$ cat src/hdl/ccd_params.svh
`ifndef CCD_PARAMS_SVH
`define CCD_PARAMS_SVH
// register indexes; byte address is four times the index
`define CCD_IDX_CONFIG      8'h06
`define CCD_IDX_THR_UPPER   8'h07
`define CCD_IDX_THR_LOWER   8'h08
// configuration field positions
`define CCD_DLY_HI          12
`define CCD_DLY_LO          9
`define CCD_CHOP_EN_BIT     8
`define CCD_ALLCH_BIT       7
`define CCD_NUM_HI          6
`define CCD_NUM_LO          4
`define CCD_LEN_HI          3
`define CCD_LEN_LO          1
`define CCD_DET_EN_BIT      0
// reset values
`define CCD_CONFIG_RST      16'h0600
`define CCD_THR_UPPER_RST   16'h0000
`define CCD_THR_LOWER_RST   16'h0000
// writable masks
`define CCD_CONFIG_WMASK    16'h1fff
`define CCD_THR_LOWER_WMASK 16'hff0f
`endif

$ cat src/hdl/ccd_pkg.sv
package ccd_pkg;
  // avalon request bundle
  typedef struct packed {
    logic        read;       // read strobe
    logic        write;      // write strobe
    logic [7:0]  address;    // word address
    logic [31:0] writedata;  // write data
    logic [3:0]  byteenable; // byte lanes
  } ccd_req_t;
  // bus slave states
  typedef enum logic [0:0] {CCD_IDLE, CCD_DONE} ccd_state_t;
endpackage

$ cat src/hdl/ccd_config.sv
// The Avalon-MM interface to the registers was left to the implementer.
`timescale 1ns/100ps
`default_nettype none
`include "ccd_params.svh"

module ccd_config #(
  parameter int CHANNELS = 6  // converter channel count
) (
  input  wire logic                       clock_in,     // 40 MHz clock
  input  wire logic                       nrst_in,      // sync reset, low
  input  wire logic [7:0]                 address_in,   // word address
  input  wire logic                       read_in,      // avalon read
  input  wire logic                       write_in,     // avalon write
  input  wire logic [31:0]                writedata_in, // avalon wdata
  input  wire logic [3:0]                 byteenable_in,// byte lanes
  input  wire logic [CHANNELS*24-1:0]     result_in,    // channel results
  output logic [31:0]                     readdata_out, // avalon rdata
  output logic                            waitrequest_out, // stall
  output logic                            response_err_out, // unmapped
  output logic [3:0]                      chop_delay_select_out, // code
  output logic [16:0]                     chop_delay_cycles_out, // clocks
  output logic                            chop_enable_out, // chopping
  output logic                            detect_all_channels_out, // all
  output logic [7:0]                      detect_exceed_count_out, // count
  output logic [11:0]                     detect_measure_length_out, // len
  output logic                            detect_mode_enable_out, // on
  output logic [23:0]                     detect_threshold_out, // signed
  output logic [3:0]                      dc_removal_setting_out, // filter
  output logic [CHANNELS-1:0]             channel_exceed_out, // per chan
  output logic                            detect_qualified_out // any/all
);

  // register map, word indexes on address_in:
  //   06h chop and detect configuration
  //   07h detect threshold, bits 23:8
  //   08h threshold bits 7:0 and dc removal code
  // anything else completes with response_err_out set
  // only the low 16 bits of a bus word are used
  // byte lane 0 covers bits 7:0, lane 1 bits 15:8
  // lanes 2 and 3 and write data 31:16 are ignored
  // the upper half of read data is always zero

  ccd_pkg::ccd_req_t   req;           // bundled request
  ccd_pkg::ccd_state_t state_reg;     // slave state
  logic [15:0]         config_reg;    // chop and detect config
  logic [15:0]         thr_upper_reg; // threshold bits 23:8
  logic [15:0]         thr_lower_reg; // threshold 7:0 and filter
  logic [15:0]         wmask;         // byte-lane mask, low half
  logic [CHANNELS-1:0] exceed;        // per-channel compare
  logic [23:0]         threshold;     // assembled threshold

  // bundle the bus inputs so the processes read one
  // request; wmask widens the two used byte enables
  assign req = '{read_in, write_in, address_in, writedata_in, byteenable_in};
  assign wmask = {{8{req.byteenable[1]}}, {8{req.byteenable[0]}}};

  // a partly enabled write keeps the lanes it skips
  // bits outside the writable mask never change, so
  // reserved config bits and lower bits 7:4 stay zero
  // merge a write into a register under lane and writable masks
  function automatic logic [15:0] merge(input logic [15:0] old,
                                        input logic [15:0] wd,
                                        input logic [15:0] lanes,
                                        input logic [15:0] wmsk);
    logic [15:0] m;
    m = lanes & wmsk;
    merge = (old & ~m) | (wd & m);
  endfunction

  // code 0 gives 2 clocks, code 15 gives 65536,
  // hence the 17-bit result
  // shift cannot overflow: 2 << 15 fits 17 bits
  // delay in modulator clocks: 2 shifted left by the code
  function automatic logic [16:0] chop_cycles(input logic [3:0] code);
    chop_cycles = 17'h0_0002 << code;
  endfunction

  // lengths are not powers of two above 512,
  // so a table rather than a shift
  // default branch covers code 7
  // measurement length in conversion periods
  function automatic logic [11:0] meas_len(input logic [2:0] code);
    case (code)
      3'h0:    meas_len = 12'h080; // 128
      3'h1:    meas_len = 12'h100; // 256
      3'h2:    meas_len = 12'h200; // 512
      3'h3:    meas_len = 12'h300; // 768
      3'h4:    meas_len = 12'h500; // 1280
      3'h5:    meas_len = 12'h700; // 1792
      3'h6:    meas_len = 12'ha00; // 2560
      default: meas_len = 12'he00; // 3584
    endcase
  endfunction

  // compares a full word index, no aliasing of
  // the three registers across the address space
  // used by the write and the read decode alike
  // decode hit for a word index
  function automatic logic hit(input logic [7:0] a, input logic [7:0] idx);
    hit = (a == idx);
  endfunction

  // bus handshake timing, edge by edge:
  //   edge 0: read or write seen while idle; the
  //           write is stored and read data loaded
  //   edge 1: waitrequest_out is low, master takes
  //           the answer and drops its strobe
  //   edge 2: waitrequest_out is high again
  // a strobe still high at edge 1 is not taken
  // again because the slave is then in done
  // a new request may be raised right after edge 1
  // waitrequest_out idles high, also in reset
  // a request during reset is ignored; raise the
  // first one once nrst_in is high
  // one wait cycle per access: idle takes, done releases
  always_ff @(posedge clock_in) begin
    if (!nrst_in) begin
      state_reg <= ccd_pkg::CCD_IDLE;
    end else begin
      case (state_reg)
        ccd_pkg::CCD_IDLE: begin
          if (req.read || req.write) begin
            state_reg <= ccd_pkg::CCD_DONE;
          end
        end
        default: begin
          state_reg <= ccd_pkg::CCD_IDLE;
        end
      endcase
    end
  end

  // waitrequest high except in the completing cycle
  always_ff @(posedge clock_in) begin
    if (!nrst_in) begin
      waitrequest_out <= 1'b1;
    end else begin
      waitrequest_out <= !(state_reg == ccd_pkg::CCD_IDLE
                           && (req.read || req.write));
    end
  end

  // writes commit at the taking edge, the same edge
  // at which waitrequest_out drops; the master holds
  // its request until then, so nothing is lost
  // bits 15:13 are not writable and read zero
  // partly enabled writes merge lane by lane
  // configuration register writes
  always_ff @(posedge clock_in) begin
    if (!nrst_in) begin
      config_reg <= `CCD_CONFIG_RST;
    end else if (state_reg == ccd_pkg::CCD_IDLE && req.write
                 && hit(req.address, `CCD_IDX_CONFIG)) begin
      config_reg <= merge(config_reg, req.writedata[15:0], wmask,
                          `CCD_CONFIG_WMASK);
    end
  end

  // the threshold spans two registers written by
  // separate accesses; between them the compare
  // sees a mix of old and new halves, so software
  // should clear detect mode while it updates both
  // reset to zero: threshold 0, any positive result exceeds
  // threshold upper register at 07h
  always_ff @(posedge clock_in) begin
    if (!nrst_in) begin
      thr_upper_reg <= `CCD_THR_UPPER_RST;
    end else if (state_reg == ccd_pkg::CCD_IDLE && req.write
                 && hit(req.address, `CCD_IDX_THR_UPPER)) begin
      thr_upper_reg <= merge(thr_upper_reg, req.writedata[15:0], wmask,
                             16'hffff);
    end
  end

  // bits 15:8 threshold low byte, 7:4 reserved,
  // 3:0 dc removal code passed through as is
  // the reserved nibble is masked on write and
  // forced to zero on read
  // threshold lower register at 08h; bits 7:4 never stored
  always_ff @(posedge clock_in) begin
    if (!nrst_in) begin
      thr_lower_reg <= `CCD_THR_LOWER_RST;
    end else if (state_reg == ccd_pkg::CCD_IDLE && req.write
                 && hit(req.address, `CCD_IDX_THR_LOWER)) begin
      thr_lower_reg <= merge(thr_lower_reg, req.writedata[15:0], wmask,
                             `CCD_THR_LOWER_WMASK);
    end
  end

  // read data is loaded at the taking edge and then
  // holds until the next completion; a write also
  // loads it, with the addressed register's old value
  // unmapped accesses read zero and set the flag;
  // an unmapped write changes nothing
  // read data is valid in the cycle waitrequest_out is low
  // read data and unmapped flag, valid when waitrequest drops
  always_ff @(posedge clock_in) begin
    if (!nrst_in) begin
      readdata_out     <= 32'h0000_0000;
      response_err_out <= 1'b0;
    end else if (state_reg == ccd_pkg::CCD_IDLE
                 && (req.read || req.write)) begin
      response_err_out <= 1'b0;
      readdata_out     <= 32'h0000_0000;
      if (hit(req.address, `CCD_IDX_CONFIG)) begin
        readdata_out <= {16'h0000, config_reg};
      end else if (hit(req.address, `CCD_IDX_THR_UPPER)) begin
        readdata_out <= {16'h0000, thr_upper_reg};
      end else if (hit(req.address, `CCD_IDX_THR_LOWER)) begin
        readdata_out <= {16'h0000, thr_lower_reg[15:8], 4'h0,
                         thr_lower_reg[3:0]};
      end else begin
        response_err_out <= 1'b1; // unmapped: reads zero
      end
    end
  end

  // every output toward the converter core is a
  // flip-flop, one edge behind its register; a
  // write therefore reaches these ports one edge
  // after the taking edge
  // reset values match the configuration reset:
  //   delay code 3 (16 clocks), count 1, length 128
  // the delay is also given in clocks so the core
  // need not decode the code again
  // field decode toward the converter core
  always_ff @(posedge clock_in) begin
    if (!nrst_in) begin
      chop_delay_select_out     <= 4'h3;
      chop_delay_cycles_out     <= 17'h0_0010;
      chop_enable_out           <= 1'b0;
      detect_all_channels_out   <= 1'b0;
      detect_exceed_count_out   <= 8'h01;
      detect_measure_length_out <= 12'h080;
      detect_mode_enable_out    <= 1'b0;
      detect_threshold_out      <= 24'h00_0000;
      dc_removal_setting_out    <= 4'h0;
    end else begin
      chop_delay_select_out   <= config_reg[`CCD_DLY_HI:`CCD_DLY_LO];
      chop_delay_cycles_out   <=
        chop_cycles(config_reg[`CCD_DLY_HI:`CCD_DLY_LO]);
      chop_enable_out         <= config_reg[`CCD_CHOP_EN_BIT];
      detect_all_channels_out <= config_reg[`CCD_ALLCH_BIT];
      detect_exceed_count_out <=
        8'h01 << config_reg[`CCD_NUM_HI:`CCD_NUM_LO];
      detect_measure_length_out <=
        meas_len(config_reg[`CCD_LEN_HI:`CCD_LEN_LO]);
      detect_mode_enable_out  <= config_reg[`CCD_DET_EN_BIT];
      detect_threshold_out    <= threshold;
      dc_removal_setting_out  <= thr_lower_reg[3:0];
    end
  end

  // upper register is the signed high part,
  // lower byte appended below it
  // assemble signed threshold from both parts
  assign threshold = {thr_upper_reg, thr_lower_reg[15:8]};

  // strict greater-than: a result equal to the
  // threshold does not count as exceeded
  // both sides are 24-bit two's complement
  // results arrive as level inputs, one per 24-bit slice
  // signed compare of each channel result against threshold
  always_comb begin
    for (int i = 0; i < CHANNELS; i++) begin
      exceed[i] = $signed(result_in[i*24 +: 24])
                  > $signed(threshold);
    end
  end

  // qualification only; counting exceedances over
  // the measurement length is left to the core,
  // which gets the decoded count and length
  // detect mode off forces the qualified flag low
  // any: one channel suffices; all: every channel
  // flags are one edge behind result_in
  // per-channel flags and any/all qualification
  always_ff @(posedge clock_in) begin
    if (!nrst_in) begin
      channel_exceed_out   <= '0;
      detect_qualified_out <= 1'b0;
    end else begin
      channel_exceed_out   <= exceed;
      detect_qualified_out <= config_reg[`CCD_DET_EN_BIT]
        && (config_reg[`CCD_ALLCH_BIT] ? &exceed : |exceed);
    end
  end

  // not covered here: per-channel settings, the
  // detection counters and the dc removal filter
  // itself; this block only holds and decodes

endmodule
`default_nettype wire

$ cat config.mk
export PLATFORM = sky130hd
export DESIGN_NAME = ccd_config
export DESIGN_NICKNAME = d
export VERILOG_FILES = /design/src/hdl/ccd_pkg.sv /design/src/hdl/ccd_config.sv
export VERILOG_INCLUDE_DIRS = /design/src /design/src/hdl
export SDC_FILE = /design/constraint.sdc
export NUM_CORES = 1
export LEC_CHECK = 0
export ABC_AREA = 1
export ABC_CLOCK_PERIOD_IN_PS = 2320
export BUFFER_PORTS_ARGS = -buffer_cell sky130_fd_sc_hd__clkbuf_2
export CAP_MARGIN = 25
export CORE_ASPECT_RATIO = 2
export CORE_MARGIN = 5
export CORE_UTILIZATION = 45
export DETAILED_ROUTE_END_ITERATION = 6
export PLACE_DENSITY = 0.8
export SYNTH_ARGS = -nofsm -noshare
export SYNTH_HDL_FRONTEND = slang
export SYNTH_SLANG_ARGS = --single-unit
$ cat constraint.sdc
create_clock -name clock_in -period 2.32 [get_ports clock_in]
set_input_delay 0.232 -clock clock_in [delete_from_list [all_inputs] [get_ports clock_in]]
set_output_delay 0.232 -clock clock_in [all_outputs]
set_load 0.02 [all_outputs]
## After elaboration in Yosys (flattened, before gate mapping)

Index checks and enable logic that the tools add are counted.
W data, S select, Z words.

- Memory bits (writable): 0
- Output and inout bits: 113
- Flip-flop bits (word level): 162
- Input bits: 192
- Memories: 0
- ROM bits: 0
- Bits in latches: 0

- Div/mod/pow operators: 0
- Shift-type cells: 2
- Add/sub/neg operators: 0
- Eq/ne operators: 9
- Multiply operators: 0
- Bitwise gates (word level): 14
- Reductions and logical operators: 12
- $lt $le $gt $ge: 6
- Multiplexer cells: 9

Operators by type and width:

| operator | count |
|---|---|
| $gt A24 B24 Y1 | 6 |
| $pmux W12 S7 | 1 |
| $and A16 B16 Y16 | 5 |
| $mux W16 | 3 |
| $or A16 B16 Y16 | 3 |
| $not A16 Y16 | 2 |
| $shl A2 B4 Y17 const A | 1 |
| $and A16 B13 Y16 | 1 |
| $eq A8 B3 Y1 const B | 2 |
| $not A13 Y16 | 1 |
| $eq A3 B3 Y1 const B | 3 |
| $eq A8 B4 Y1 const B | 1 |
| $shl A1 B3 Y8 const A | 1 |
| $eq A3 B2 Y1 const B | 2 |
| $logic_and A1 B1 Y1 | 6 |
| $reduce_and A6 Y1 | 1 |
| $reduce_or A6 Y1 | 1 |
| $mux W1 | 5 |
| $eq A3 B1 Y1 const B | 1 |
| $logic_not A3 Y1 | 1 |
| $not A1 Y1 | 2 |
| $reduce_or A2 Y1 | 1 |
| $logic_not A1 Y1 | 1 |
| $logic_or A1 B1 Y1 | 1 |

## Longest topological paths before layout

- Word-level depth: 4
- Mapped depth: 19
- Mapped depth without buffers: 19

## Least setup slack after synthesis

Ideal clock, no wire load.

- Kind: reg-to-reg
- From: reg with a tool-made name
- To: reg detect_qualified_out
- Cell stages (with the launch flop): 16
- Required time: 2209 ps
- Path slack: 507 ps
- Arrival: 1702 ps
- Cell sequence: dfxtp_1 -> inv_1 -> ha_1 -> nand2_1 -> nor2_1 -> nand2_1 -> nor2_1 -> nand2_1 -> nand3_1 -> nand2_1 -> nand3_1 -> nand2_1 -> nor2_1 -> nor2_1 -> nor2_1 -> nor2_1

RTL lines:

| item | line | text |
|---|---|---|
| end signal: assignment | ccd_config.sv:284 | `` detect_qualified_out <= config_reg[`CCD_DET_EN_BIT] `` |
| end: declaration | ccd_config.sv:30 | `output logic detect_qualified_out` |

==> out/results.tsv <==
stage	metric	value	unit
floorplan	num_io_pins	305	
global_routing	grtUsageMet2	46.3	%
timing	finalCritPeriodShare	98.0	%
cts	cts_tree	done	
place	post-dp-hpwl	21.5	mm
drt	drt_iter0_drc	302	
global_routing	globalRoute.totalOverflow	0	
timing	worst_slew_pin_slew	626	ps
place	dp_cells	1544	
logic_synthesis	ys_seq_area_share	32.5	%
timing	clock_skew	21.6	ps
flow_run	cap_violations	0	
global_routing	antenna_found_initial	0	
logic_synthesis	ys_warn_count	0	
global_routing	met3_usage	4.20	%
finish	finalNetCount	1713	
cts	clk-insertion-delay-late	470	ps
finish	final_common_cell	clkbuf_2	
run_status	status	finished clean	
drt	avgViaCountPerCell	5.25	
timing	setup_viol	0	
logic_synthesis	synth_edf_count	0	
timing	min_period	2270	ps
logic_synthesis	ys.flop_type	dfxtp_1	
floorplan	die_h	199	microns
logic_synthesis	ys_async_sr_fraction	0	%
place	gpl.final_weighted_congestion	0.919	
floorplan	core	17700	sq um
logic_synthesis	ys_ff_latch	131	
hold_path	hold_path.class	input pin to flop	
global_routing	grt_use_met1	22.9	%
critical_path	worstPathArrival	2620	ps
floorplan	rows	69	
logic_synthesis	syn_inst	1064	
global_routing	grt_usage	24.3	%
cts	cts_made_buffers	25	
floorplan	dieWidth	105	microns
drt	ant_nets	0	
global_routing	grt.busiest_layer	met2	
critical_path	cp-start-kind	flop	
timing	finalMaxSlewViolations	0	
cts	cts_buffer_depth	3	
global_routing	grt_pass1_wl	39.9	mm
cts	cts.sinks	131	
timing	rsz0062_at_grt	yes	
cts	clockRootBuffer	clkbuf_16	
timing	setup_tns	0	ps
timing	fmax	440	MHz
drt	avgRoutedWirePerCell	17.2	microns
cts	cts.clk_slew.worst_paths	60	ps
power_and_ir_drop	power	6180	uW
drt	drc	0	
place	io_buffers	262	
timing	hold_violations	0	
finish	drive_above_1_share	30.5	%
logic_synthesis	netlist_area	8070	sq um
power_and_ir_drop	power.leakage	0.00556	uW
critical_path	cp_max_fo	7	
floorplan	start_util	45.6	%
power_and_ir_drop	p_per_area	566	nW/um^2
global_routing	grt_pass1_vias	8196	
logic_synthesis	synth.distinct_cells	42	
drt	num_vias	8362	
logic_synthesis	syn_area_per_cell	7.58	sq um
floorplan	die_area	20900	sq um
critical_path	critPathCaptureType	flop	
timing	relSlewSlack	58.0	%
drt	dr.pass1.iters	4	
finish	final_cells	1594	
finish	layout_common_cells	262 x clkbuf_2, 228 x nand2_1, 132 x inv_1, 126 x ha_1, 124 x dfxtp_1	
critical_path	path_class	flop to flop	
cts	ctsHoldBuffers	0	
critical_path	cp_data_required_time	2670	ps
finish	num_antenna_cells	0	
power_and_ir_drop	ir_drop	0.000390	V
drt	wl	27.4	mm
finish	syn_to_final_growth	35.3	%
cts	cts_htree_levels	4	
global_routing	grt_max_degree	91	
==> cells by family (layout without fill, tap and decap cells) <==
| group | after synthesis | count (layout) | share of synthesized area [%] |
|---|---|---|---|
| compound gates | 201 | 201 | 13.9 |
| simple gates | 388 | 388 | 20.4 |
| other cells | 1 | 24 | 0.0465 |
| buf+inv | 199 | 493 | 10.8 |
| flops | 131 | 131 | 32.5 |
| fa+ha+maj | 144 | 144 | 22.3 |
==> worst max-delay path, stage by stage, from the launching register on <==
cell        delay (ps)
dfxtp_2            370
clkinvlp_4         240
ha_4               360
nand2_2             50
nor2_2              80
nand4_1            210
nor2_1             140
nand2_1            100
nand3_2             70
nand2_2             70
nand3_4            100
nand3_2             60
nor2_1             110
nor2_1              50
nor2_1             100
nor2_1              50
==> cell usage after synthesis (2+ instances only) <==
library cell / n / share of area [%]
dfxtp_1: 131 / 33
nand3_1: 27 / 1.7
a21oi_1: 102 / 6.3
o21bai_1: 4 / 0.37
a21o_1: 7 / 0.65
inv_2: 8 / 0.37
buf_4: 24 / 2.2
o211ai_1: 7 / 0.65
a41oi_1: 3 / 0.33
ha_1: 144 / 22
clkbuf_1: 14 / 0.65
o221ai_1: 5 / 0.54
o22ai_1: 6 / 0.47
buf_6: 4 / 0.56
o21ai_1: 4 / 0.25
o21ai_2: 2 / 0.22
nand2_1: 233 / 11
nor3_1: 13 / 0.81
o21ai_0: 49 / 3.0
nor3_2: 3 / 0.37
nor4_1: 2 / 0.16
o21a_1: 4 / 0.37
nand4_1: 21 / 1.6
o31ai_1: 2 / 0.19
nor2_1: 81 / 3.8
a31oi_1: 3 / 0.23
inv_1: 146 / 6.8
==> final timing paths <==
path                    start                       end  slack (ps)  cells after the start
max                      flop      detect_qualified_out          50                     15
min          writedata_in[10]                      flop          20                      3
max reg2reg              flop      detect_qualified_out          50                     15
min reg2reg              flop  detect_threshold_out[11]         430                      2
==> cell type report <==
| cell class | count | area [sq um] |
|---|---|---|
| inverter | 155 | 612 |
| clock inverter | 2 | 37.5 |
| fill | 1556 | 6780 |
| multi-input combinational | 757 | 4980 |
| tap | 213 | 267 |
| sequential | 131 | 2630 |
| clock buffer | 29 | 661 |
| timing repair buffer | 307 | 1730 |
==> repair_timing <==
item / CTS / global route
setup buffers: 0 / 19
endpoints found under the setup margin: 1 / 1
gates resized for setup: 3 / 70
pin swaps: 3 / 36
==> report_power, final <==
group | switching (uW) | leakage, uW | total (uW) | internal [uW]
Combinational | 473 | 0.00416 | 817 | 345
Clock | 984 | 0.000339 | 3060 | 2080
Sequential | 15.0 | 0.00106 | 2290 | 2280
Total | 1470 | 0.00556 | 6180 | 4700
==> per-layer routing <==
metal	share of wire, %	wire [microns]
met4	8.0	2180
met5	0	0
met2	53	14500
met1	33	9080
met3	5.7	1570
==> through the flow <==
stage          setup WS, ps  util, %  hold WS [ps]  cell area [sq um]
4_1_cts                56.0     58.6          13.0              10400
3_5_place_dp           22.4     54.6           418               9670
2_1_floorplan           507        -           362               8150
6_report               45.5     61.7          15.7              10900
3_3_place_gp           58.2     54.6           415               9670
5_1_grt                -118     61.7          50.5              10900
No activity file was read; power rests on OpenSTA's default activity.
